==> config.mk <==
export PLATFORM = sky130hd
export DESIGN_NAME = dpr_host
export DESIGN_NICKNAME = d
export VERILOG_FILES = /design/src/pkg/dpr_pkg.sv /design/src/design/dpr_sync.sv /design/src/design/dpr_host.sv
export SDC_FILE = /design/constraint.sdc
export NUM_CORES = 1
export LEC_CHECK = 0
export ABC_AREA = 1
export BUFFER_PORTS_ARGS = -buffer_cell sky130_fd_sc_hd__buf_2
export CORE_ASPECT_RATIO = 0.8
export CORE_MARGIN = 10
export CORE_UTILIZATION = 38
export DETAILED_ROUTE_END_ITERATION = 10
export GPL_ROUTABILITY_DRIVEN = 0
export SYNTH_ARGS = -nofsm -noshare
export SYNTH_HDL_FRONTEND = slang
export SYNTH_HIERARCHICAL = 1
export SYNTH_SLANG_ARGS = --single-unit
==> constraint.sdc <==
create_clock -name clk -period 3.3 [get_ports clk]
set_input_delay 0.495 -clock clk [delete_from_list [all_inputs] [get_ports clk]]
set_output_delay 0.495 -clock clk [all_outputs]
set_load 0.05 [all_outputs]
==> src/pkg/dpr_pkg.sv <==
// Package for the dual-port RAM port controller: timing, widths, commands and carriers.
package dpr_pkg;
  localparam int unsigned CLK_PERIOD_NS   = 10;
  localparam int unsigned ADDR_W          = 13;
  localparam int unsigned DATA_W          = 16;
  localparam int unsigned FLAG_ADDR_W     = 3;
  // Times in ns as printed; cycle counts derived with the rounding each needs.
  localparam int unsigned T_WC_NS         = 55;
  localparam int unsigned T_WP_NS         = 40;
  localparam int unsigned T_DW_NS         = 30;
  localparam int unsigned T_AW_NS         = 45;
  localparam int unsigned T_WZ_NS         = 25;
  localparam int unsigned T_RC_NS         = 55;
  localparam int unsigned T_AA_NS         = 55;
  localparam int unsigned T_AOE_NS        = 30;
  localparam int unsigned T_SWRD_NS       = 10;
  localparam int unsigned T_SOP_NS        = 15;
  localparam int unsigned T_STANDBY_NS    = 55;
  localparam int unsigned T_WP_CYC        = (T_WP_NS + CLK_PERIOD_NS - 1) / CLK_PERIOD_NS;
  localparam int unsigned T_WZDW_CYC      = (T_WZ_NS + T_DW_NS + CLK_PERIOD_NS - 1) / CLK_PERIOD_NS;
  localparam int unsigned T_WC_CYC        = (T_WC_NS + CLK_PERIOD_NS - 1) / CLK_PERIOD_NS;
  localparam int unsigned T_AW_CYC        = (T_AW_NS + CLK_PERIOD_NS - 1) / CLK_PERIOD_NS;
  localparam int unsigned T_DW_CYC        = (T_DW_NS + CLK_PERIOD_NS - 1) / CLK_PERIOD_NS;
  localparam int unsigned T_RD_CYC        = ((T_AA_NS > T_AOE_NS ? T_AA_NS : T_AOE_NS) + CLK_PERIOD_NS - 1)
                                            / CLK_PERIOD_NS;
  localparam int unsigned T_RC_CYC        = (T_RC_NS + CLK_PERIOD_NS - 1) / CLK_PERIOD_NS;
  localparam int unsigned T_SWRD_CYC      = (T_SWRD_NS + CLK_PERIOD_NS - 1) / CLK_PERIOD_NS;
  localparam int unsigned T_SOP_CYC       = (T_SOP_NS + CLK_PERIOD_NS - 1) / CLK_PERIOD_NS;
  localparam int unsigned T_STANDBY_CYC   = (T_STANDBY_NS + CLK_PERIOD_NS - 1) / CLK_PERIOD_NS;
  localparam int unsigned CNT_W           = 4;

  typedef enum logic [1:0] {
    DPR_CMD_RD      = 2'b00,
    DPR_CMD_WR      = 2'b01,
    DPR_CMD_FLAG_RD = 2'b10,
    DPR_CMD_FLAG_WR = 2'b11
  } dpr_cmd_t;

  // Request from user logic.
  typedef struct packed {
    dpr_cmd_t            cmd;
    logic [ADDR_W-1:0]   addr;
    logic [DATA_W-1:0]   wdata;
    logic [1:0]          be;
  } dpr_req_t;

  // Control pins toward the RAM port, all active low except the address.
  typedef struct packed {
    logic                port_sel_n;
    logic                upper_byte_sel_n;
    logic                lower_byte_sel_n;
    logic                flag_space_sel_n;
    logic                rw_n;
    logic                oe_n;
    logic [ADDR_W-1:0]   addr;
  } dpr_pins_t;
endpackage

==> src/design/dpr_sync.sv <==
// Three-stage input synchroniser for the data bus read back from the RAM.
`timescale 1ns/1ns
module dpr_sync (
  // Clock and reset
  input  wire logic                      clk,
  input  wire logic                      srst,
  // Asynchronous input and its settled copy
  input  wire logic [dpr_pkg::DATA_W-1:0] din,
  output logic      [dpr_pkg::DATA_W-1:0] dout
);
  typedef struct packed {
    logic [dpr_pkg::DATA_W-1:0] s1;
    logic [dpr_pkg::DATA_W-1:0] s2;
    logic [dpr_pkg::DATA_W-1:0] s3;
    logic [dpr_pkg::DATA_W-1:0] q;
  } dpr_sync_st_t;

  dpr_sync_st_t st;
  dpr_sync_st_t next_st;

  always_comb begin
    next_st    = st;
    next_st.s1 = din;
    next_st.s2 = st.s1;
    next_st.s3 = st.s2;
    // A bit only changes once the second and third stages agree.
    for (int i = 0; i < dpr_pkg::DATA_W; i++) begin
      if (st.s2[i] == st.s3[i]) begin
        next_st.q[i] = st.s3[i];
      end
    end
  end

  always_ff @(posedge clk) begin
    if (srst) begin
      st <= '0;
    end else begin
      st <= next_st;
    end
  end

  assign dout = st.q;
endmodule

==> src/design/dpr_host.sv <==
// Host controller that drives one port of an asynchronous dual-port RAM with semaphores.
//
// Summary of operation
// - Array access: port low, byte low, flag-space high.
// - Flag access: flag-space low, port or bytes high.
// - Hold select condition steady whole write strobe.
// - Change address only with strobes released.
// - Write strobe longer when output enable low.
// - Cycle 55, strobe 40, data 30 ns.
// - Address and select valid 45 ns before end.
// - Flag read returns flag on all sixteen lines.
// - Wait 10 ns between flag write and read.
// - Flag update strobe held at least 15 ns.
// - Eight flags, address bits 2:0, data bit 0.
`timescale 1ns/1ns
module dpr_host (
  // Clock and reset
  input  wire logic                       clk,
  input  wire logic                       srst,
  // User request side
  input  wire logic                       req_valid,
  output logic                            req_ready,
  input  wire dpr_pkg::dpr_req_t          req,
  // User answer side
  output logic                            rsp_valid,
  output logic [dpr_pkg::DATA_W-1:0]      rsp_data,
  output logic                            flag_granted,
  // RAM port pins
  output dpr_pkg::dpr_pins_t              pins,
  output logic [dpr_pkg::DATA_W-1:0]      data_out,
  output logic                            data_oe,
  input  wire logic [dpr_pkg::DATA_W-1:0] data_in
);
  typedef enum logic [2:0] {
    ST_IDLE   = 3'b000,
    ST_SETUP  = 3'b001,
    ST_STROBE = 3'b010,
    ST_RECOV  = 3'b011,
    ST_READ   = 3'b100,
    ST_DONE   = 3'b101,
    ST_GAP    = 3'b110
  } dpr_state_t;

  typedef struct packed {
    dpr_state_t                  state;
    dpr_pkg::dpr_cmd_t           cmd;
    logic [dpr_pkg::CNT_W-1:0]   cnt;
    logic [dpr_pkg::CNT_W-1:0]   gap;
    dpr_pkg::dpr_pins_t          pins;
    logic [dpr_pkg::DATA_W-1:0]  wdata;
    logic                        data_oe;
    logic                        req_ready;
    logic                        rsp_valid;
    logic [dpr_pkg::DATA_W-1:0]  rsp_data;
    logic                        flag_granted;
  } dpr_st_t;

  dpr_st_t                     st;
  dpr_st_t                     next_st;
  logic [dpr_pkg::DATA_W-1:0]  data_sync;

  localparam logic [dpr_pkg::CNT_W-1:0] C_WP   = dpr_pkg::CNT_W'(dpr_pkg::T_WP_CYC > dpr_pkg::T_SOP_CYC ?
                                                   dpr_pkg::T_WP_CYC : dpr_pkg::T_SOP_CYC);
  localparam logic [dpr_pkg::CNT_W-1:0] C_WZDW = dpr_pkg::CNT_W'(dpr_pkg::T_WZDW_CYC);
  localparam logic [dpr_pkg::CNT_W-1:0] C_RD   = dpr_pkg::CNT_W'(dpr_pkg::T_RD_CYC);
  localparam logic [dpr_pkg::CNT_W-1:0] C_RC   = dpr_pkg::CNT_W'(dpr_pkg::T_RC_CYC);
  localparam logic [dpr_pkg::CNT_W-1:0] C_WC   = dpr_pkg::CNT_W'(dpr_pkg::T_WC_CYC);
  localparam logic [dpr_pkg::CNT_W-1:0] C_SWRD = dpr_pkg::CNT_W'(dpr_pkg::T_SWRD_CYC);

  // Idle pin levels: everything deselected, write line high, outputs disabled.
  function automatic dpr_pkg::dpr_pins_t idle_pins(input logic [dpr_pkg::ADDR_W-1:0] a);
    dpr_pkg::dpr_pins_t p;
    p.port_sel_n       = 1'b1;
    p.upper_byte_sel_n = 1'b1;
    p.lower_byte_sel_n = 1'b1;
    p.flag_space_sel_n = 1'b1;
    p.rw_n             = 1'b1;
    p.oe_n             = 1'b1;
    p.addr             = a;
    return p;
  endfunction

  // Select pattern for the access type, write and output enable still released.
  function automatic dpr_pkg::dpr_pins_t sel_pins(input dpr_pkg::dpr_cmd_t c,
                                                  input logic [dpr_pkg::ADDR_W-1:0] a,
                                                  input logic [1:0] be);
    dpr_pkg::dpr_pins_t p;
    p = idle_pins(a);
    if (c == dpr_pkg::DPR_CMD_FLAG_RD || c == dpr_pkg::DPR_CMD_FLAG_WR) begin
      // Port and both bytes high keep the array out; only the flag index is driven.
      p.flag_space_sel_n = 1'b0;
      p.addr             = {{(dpr_pkg::ADDR_W-dpr_pkg::FLAG_ADDR_W){1'b0}}, a[dpr_pkg::FLAG_ADDR_W-1:0]};
    end else begin
      p.port_sel_n       = 1'b0;
      p.upper_byte_sel_n = ~be[1];
      p.lower_byte_sel_n = ~be[0];
    end
    return p;
  endfunction

  dpr_sync u_sync (
    .clk  (clk),
    .srst (srst),
    .din  (data_in),
    .dout (data_sync)
  );

  always_comb begin
    next_st           = st;
    next_st.rsp_valid = 1'b0;
    if (st.gap != '0) begin
      next_st.gap = st.gap - 1'b1;
    end
    case (st.state)
      ST_IDLE: begin
        next_st.req_ready = (st.gap == '0);
        if (st.req_ready && req_valid) begin
          next_st.req_ready = 1'b0;
          next_st.cmd       = req.cmd;
          // Address and selects change only while the write line is high.
          next_st.pins      = sel_pins(req.cmd, req.addr, req.be);
          next_st.wdata     = (req.cmd == dpr_pkg::DPR_CMD_FLAG_WR) ?
                              {{(dpr_pkg::DATA_W-1){1'b1}}, req.wdata[0]} : req.wdata;
          next_st.cnt       = '0;
          next_st.state     = ST_SETUP;
        end
      end
      ST_SETUP: begin
        next_st.cnt = '0;
        if (st.cmd == dpr_pkg::DPR_CMD_WR || st.cmd == dpr_pkg::DPR_CMD_FLAG_WR) begin
          // Selects lead the write line, so the RAM outputs were never enabled here.
          next_st.pins.rw_n = 1'b0;
          next_st.data_oe   = 1'b1;
          next_st.state     = ST_STROBE;
        end else begin
          next_st.pins.oe_n = 1'b0;
          next_st.state     = ST_READ;
        end
      end
      ST_STROBE: begin
        // Output enable stays high in writes, so the plain pulse width suffices.
        next_st.cnt = st.cnt + 1'b1;
        if (st.cnt + 1'b1 >= C_WP && st.cnt + 1'b1 >= dpr_pkg::CNT_W'(dpr_pkg::T_DW_CYC) &&
            st.cnt + 2'd2 >= dpr_pkg::CNT_W'(dpr_pkg::T_AW_CYC)) begin
          // Selects are held unchanged through the strobe and released with it.
          next_st.pins  = idle_pins(st.pins.addr);
          next_st.cnt   = st.cnt + 2'd2;
          next_st.state = ST_RECOV;
        end
      end
      ST_RECOV: begin
        next_st.data_oe = 1'b0;
        next_st.cnt     = st.cnt + 1'b1;
        if (st.cnt + 1'b1 >= C_WC) begin
          next_st.rsp_valid = 1'b1;
          if (st.cmd == dpr_pkg::DPR_CMD_FLAG_WR) begin
            next_st.gap = C_SWRD;
          end
          next_st.state = ST_GAP;
        end
      end
      ST_READ: begin
        next_st.cnt = st.cnt + 1'b1;
        // Three sync stages plus the output register sit behind the access time.
        if (st.cnt >= C_RD + 3'd4 && st.cnt + 1'b1 >= C_RC) begin
          next_st.rsp_data = (st.cmd == dpr_pkg::DPR_CMD_FLAG_RD) ?
                             {dpr_pkg::DATA_W{data_sync[0]}} : data_sync;
          if (st.cmd == dpr_pkg::DPR_CMD_FLAG_RD) begin
            next_st.flag_granted = ~data_sync[0];
          end
          next_st.rsp_valid = 1'b1;
          next_st.pins      = idle_pins(st.pins.addr);
          next_st.state     = ST_DONE;
        end
      end
      ST_DONE: begin
        next_st.state = ST_GAP;
      end
      ST_GAP: begin
        next_st.req_ready = (st.gap == '0);
        next_st.state     = ST_IDLE;
      end
      default: begin
        next_st.state = ST_IDLE;
      end
    endcase
  end

  always_ff @(posedge clk) begin
    if (srst) begin
      st                  <= '0;
      st.state            <= ST_IDLE;
      st.pins.port_sel_n       <= 1'b1;
      st.pins.upper_byte_sel_n <= 1'b1;
      st.pins.lower_byte_sel_n <= 1'b1;
      st.pins.flag_space_sel_n <= 1'b1;
      st.pins.rw_n             <= 1'b1;
      st.pins.oe_n             <= 1'b1;
    end else begin
      st <= next_st;
    end
  end

  assign req_ready   = st.req_ready;
  assign rsp_valid   = st.rsp_valid;
  assign rsp_data    = st.rsp_data;
  assign flag_granted = st.flag_granted;
  assign pins        = st.pins;
  assign data_out    = st.wdata;
  assign data_oe     = st.data_oe;
endmodule

# ---- Yosys cells after proc, flatten, opt, wreduce, memory -nomap -nowiden
# Cells that the tools add are included.
dict set report totals {
  output_inout_bits 55
  register_bits 132
  elab_cells 140
}
dict set report op_classes {
  magnitude_cmp 5
  n_eq_ne 33
  n_bitwise 5
  n_reduce_logical 25
  addsub 3
  mux 33
}
# cell n
set op_table {}
lappend op_table {{13-bit one-hot mux with 3 select lines} 1}
lappend op_table {{19-bit 2-to-1 mux} 2}
lappend op_table {{35-bit 2-to-1 mux} 1}
lappend op_table {{16-bit 2-to-1 mux} 2}
lappend op_table {{4-bit 2-to-1 mux} 5}
lappend op_table {{18-bit 2-to-1 mux} 1}
lappend op_table {{3-bit one-hot mux with 6 select lines} 1}
lappend op_table {{1-bit == test} 16}
lappend op_table {{4-bit one-hot mux with 4 select lines} 1}
lappend op_table {{3-bit 2-to-1 mux} 5}
lappend op_table {{13-bit 2-to-1 mux} 1}
lappend op_table {{4-bit by 3-bit >= comparator with 1-bit output, second input constant} 3}
lappend op_table {{2-bit != test, second input constant} 6}
lappend op_table {{4-bit one-hot mux with 3 select lines} 1}
lappend op_table {{4-bit AND reduction} 3}
lappend op_table {{4-bit nonzero test} 3}
lappend op_table {{5-bit AND reduction} 2}
lappend op_table {{3-bit == test, second input constant} 3}
lappend op_table {{9-bit 2-to-1 mux} 1}
lappend op_table {{2-bit == test, second input constant} 4}
lappend op_table {{2-bit one-hot mux with 4 select lines} 1}
lappend op_table {{2-bit AND reduction} 4}
lappend op_table {{1-bit 2-to-1 mux} 7}
lappend op_table {{3-bit by 2-bit == test with 1-bit output, second input constant} 2}
lappend op_table {{other kinds (17)} 28}

# ---- Depth between registers and ports, before layout
dict set report logic_depth {
  ltp_word 6
  mapped_depth 12
}

# ---- Cells and area by module
# The synthesis kept the hierarchy.
# mod n_inst seq_area_each_um2 area_each_um2 cells_per_inst
set modules_own_cells {}
lappend modules_own_cells {dpr_host 1 1361.3 3389.5 470}
lappend modules_own_cells {dpr_sync 1 1281.2 2033.2 231}

# ---- Worst setup path before layout
# Ideal clock, no wire load.
dict set report synth_path {
  kind {flip-flop to flip-flop}
  from {register st (netlist bit req_ready)}
  to {register st (netlist bit data_out[10])}
  path_stages_with_launch 7
  path_buffers 1
  arrival_time_ps 1489
  required_ps 3181
  setup_ps 119
  slack_ps 1692
  synth_period_minus_slack_ps 1608
  cell_sequence {dfxtp_1 -> nand2_1 -> inv_1 -> nand2_4 -> a21oi_2 -> buf_2 -> a21oi_1}
}
dict set report synth_between {
  elab_chain_cells 2
}
# element line
set synth_rtl {}
lappend synth_rtl {{start, declared} dpr_host.sv:58} ;# dpr_st_t st;
lappend synth_rtl {{start signal, assigned} dpr_host.sv:200} ;# st <= next_st;
lappend synth_rtl {{1-bit logical AND} dpr_host.sv:117} ;# if (st.req_ready && req_valid) begin
lappend synth_rtl {{2-bit AND reduction (no source line)} -}
# Every way passes these cells.
# A chain may end at the register's enable or synchronous reset.

# ---- Worst setup path after layout
dict set report layout_path {
  from {register st[59] in the netlist's numbering}
  to {register st (netlist bit rsp_data[10])}
}
dict set report layout_between {
  elab_chain_cells 4
}
# element line
set layout_rtl {}
lappend layout_rtl {{4-bit by 1-bit adder with 4-bit output} dpr_host.sv:165} ;# if (st.cnt >= C_RD + 3'd4 && st.cnt + 1'b1 >= C_RC) begin
lappend layout_rtl {{4-bit by 3-bit >= comparator with 1-bit output} dpr_host.sv:165}
lappend layout_rtl {{1-bit logical AND (*)} dpr_host.sv:165}
lappend layout_rtl {{2-bit AND reduction (no source line) (*)} -}
# Mark *: on every way between the ends. The rest lies on a longest branch, timed or not.

==> metrics.cfg <==
[timing]
min_period_ps=2120
slew_viol_final=0
tns_ps=0
grt_setup_unrepaired=false
finClkSkew_ps=10.7
hold_violations=0
finalSetupViolations=0
tightest_slew_ps=836
period_share_pct=64.2
max_clock_freq_mhz=472
setup_ws_ps=1180
max_slew_margin_pct=44.2

[routing]
routed-via-count=3968
ant_nets=0
wirelength_um=11200
vias_per_cell=4.26
avgRoutedWirePerCell_um=12.1
drt_pass1_iterations=5
drcViolationCount=0
drt_iter0_drc=220

[synthesis]
async_flop_share_pct=0
synth-edff-count=0
synth_warnings=6
synth_common_cells=dfxtp_1 (132), inv_1 (105), nand2_1 (103), nor2_1 (82), buf_4 (71)
ys.flop_type=dfxtp_1
syn-num-nets=758
netlist_instances=701
synth_area_leader_cell=dfxtp_1
synth_top_area_share_pct=48.7
synth_seq_cells=132
avgSynthCellArea_sq_um=7.74
yosysMostFrequentCell=dfxtp_1
synthDistinctLibCells=34
synth_area_leaders=dfxtp_1 (49%), buf_4 (9.8%), inv_1 (7.3%)
yosysSeqAreaShare_pct=48.7
synth_area_sq_mm=0.00542

[floorplanning]
dieArea_sq_mm=0.0195
ioPinCount=107
die_x_um=154
start_util_pct=39.3
placementRows=38
core-area_sq_mm=0.0138
die_h_um=127

[job]
cap_violations=0

[finish]
final_cells=931
nNetsFinal=796
drive_gt1_share_pct=20.8
fill_cells=1406
diodes=0
final_area_sq_mm=0.00609
area_growth_pct=12.3

[global_route]
antenna_found_initial=0
grt_max_degree=54
grt_overflow=0
grt_pass1_vias=3786
grt_pass1_wl_um=18800
track_usage_pct=11.6

[placed_design]
portBuffers=106
preCtsSetupSlack_ps=1180
post-dp-hpwl_um=8080
placed_area_sq_mm=0.00556
dp.cells=900

[clock_tree]
clkTransAtPathRegs_ps=60
hold_buffers=0
cts_root_buffer=clkbuf_16
tritoncts=yes
clk_latency_ps=410
htreeDepth=4
cts.path.max_buffers=2
clock-sinks=132
cts_setup_buffers=0
cts_resized=0
numCtsBuffers=17

[power]
leakage_nw=2.83
ir_drop_uv=732
powerDensity_mw_per_mm2=730

[critical_path]
crit_type=reg -> reg
critPathLaunchType=flip-flop
critical_path_arrival_ps=2380
required_ps=3560
crit_fanout=15
cp-end-kind=flip-flop

[run_status]
status=finished clean

[min_path]
min_path_type=in -> reg

final timing paths:
| kind | startpoint | end | slack [ps] | depth (start not counted) |
|---|---|---|---|---|
| worst max-delay path | st[59]$_SDFFE_PP0P_ | rsp_data[10]$_SDFFE_PP0P_ | 1180 | 11 |
| worst min-delay path | data_in[2] | u_sync/next_st[34]$_SDFF_PP0_ | 280 | 3 |
| worst max register to register | st[59]$_SDFFE_PP0P_ | rsp_data[10]$_SDFFE_PP0P_ | 1180 | 11 |
| worst min register to register | u_sync/next_st[35]$_SDFF_PP0_ | u_sync/next_st[19]$_SDFF_PP0_ | 390 | 2 |
state kept, by name, summed over array words and instances, names as in the netlist:
register	count
data_oe	1
data_out	16
flag_granted	1
pins	19
req_ready	1
rsp_data	16
rsp_valid	1
st	13
u_sync/dout	16
u_sync/next_st	32
u_sync/st	16
report_power, final:
group / total (W) / switching, W / internal (W) / leakage, nW
logic: 0.000942 / 0.000689 / 0.000253 / 1.49
registers: 0.00182 / 0.0000806 / 0.00174 / 1.08
clock network: 0.00168 / 0.000717 / 0.000963 / 0.258
layout make-up:
cell class	count	area [sq um]	share of cell area (%)
inverters	111	417	6.84
multi-input cells	368	1720	28.3
well taps	180	225	3.70
flip-flops and latches	132	2640	43.4
clock buffers	17	425	6.98
repair buffers	109	553	9.08
clock inverters	14	106	1.75
layer usage:
metal | vias to the layer above | routed length, um | GRT usage [%]
met3 | 8 | 535 | 4.15
met1 | 1695 | 5730 | 15.4
li1 | 2190 | - | -
met4 | 0 | 89 | 4.16
met2 | 75 | 4870 | 17.1
met5 | - | 0 | 0
critical path, stage by stage (launching register included):
cell	delay [ps]
dfxtp_1	420
inv_1	90
ha_1	290
inv_1	80
nand3_1	110
nand2_1	120
nand2_2	70
nor2_2	260
buf_4	260
inv_2	140
nand2_1	90
a21oi_1	60
stage by stage:
stage          utilization, %  total power (W)  hold slack [ps]
2_1_floorplan               -          0.00271              388
3_3_place_gp             40.3          0.00280              394
3_5_place_dp             40.3          0.00281              392
4_1_cts                  44.2          0.00450              268
5_1_grt                  44.2          0.00468              274
6_report                 44.2          0.00445              283
cells in the final DEF (no fill, tap or decap), types with 5 or more instances in the layout:
master       n
nand2_1    103
buf_2      106
nand3_1     21
inv_2        6
o21ai_0     50
inv_1      105
ha_1         5
a21oi_1     68
o21ai_1     10
clkbuf_16   17
nor2_1      82
dfxtp_1    132
logic make-up after synthesis:
group | Yosys count | share of synthesized area, %
compound gates | 136 | 13.0
fa+ha+maj | 5 | 1.15
simple gates | 223 | 17.0
flops | 132 | 48.7
buf+inv | 201 | 19.5
xor+xnor | 4 | 0.646
Power figures use the tool's default switching activity.
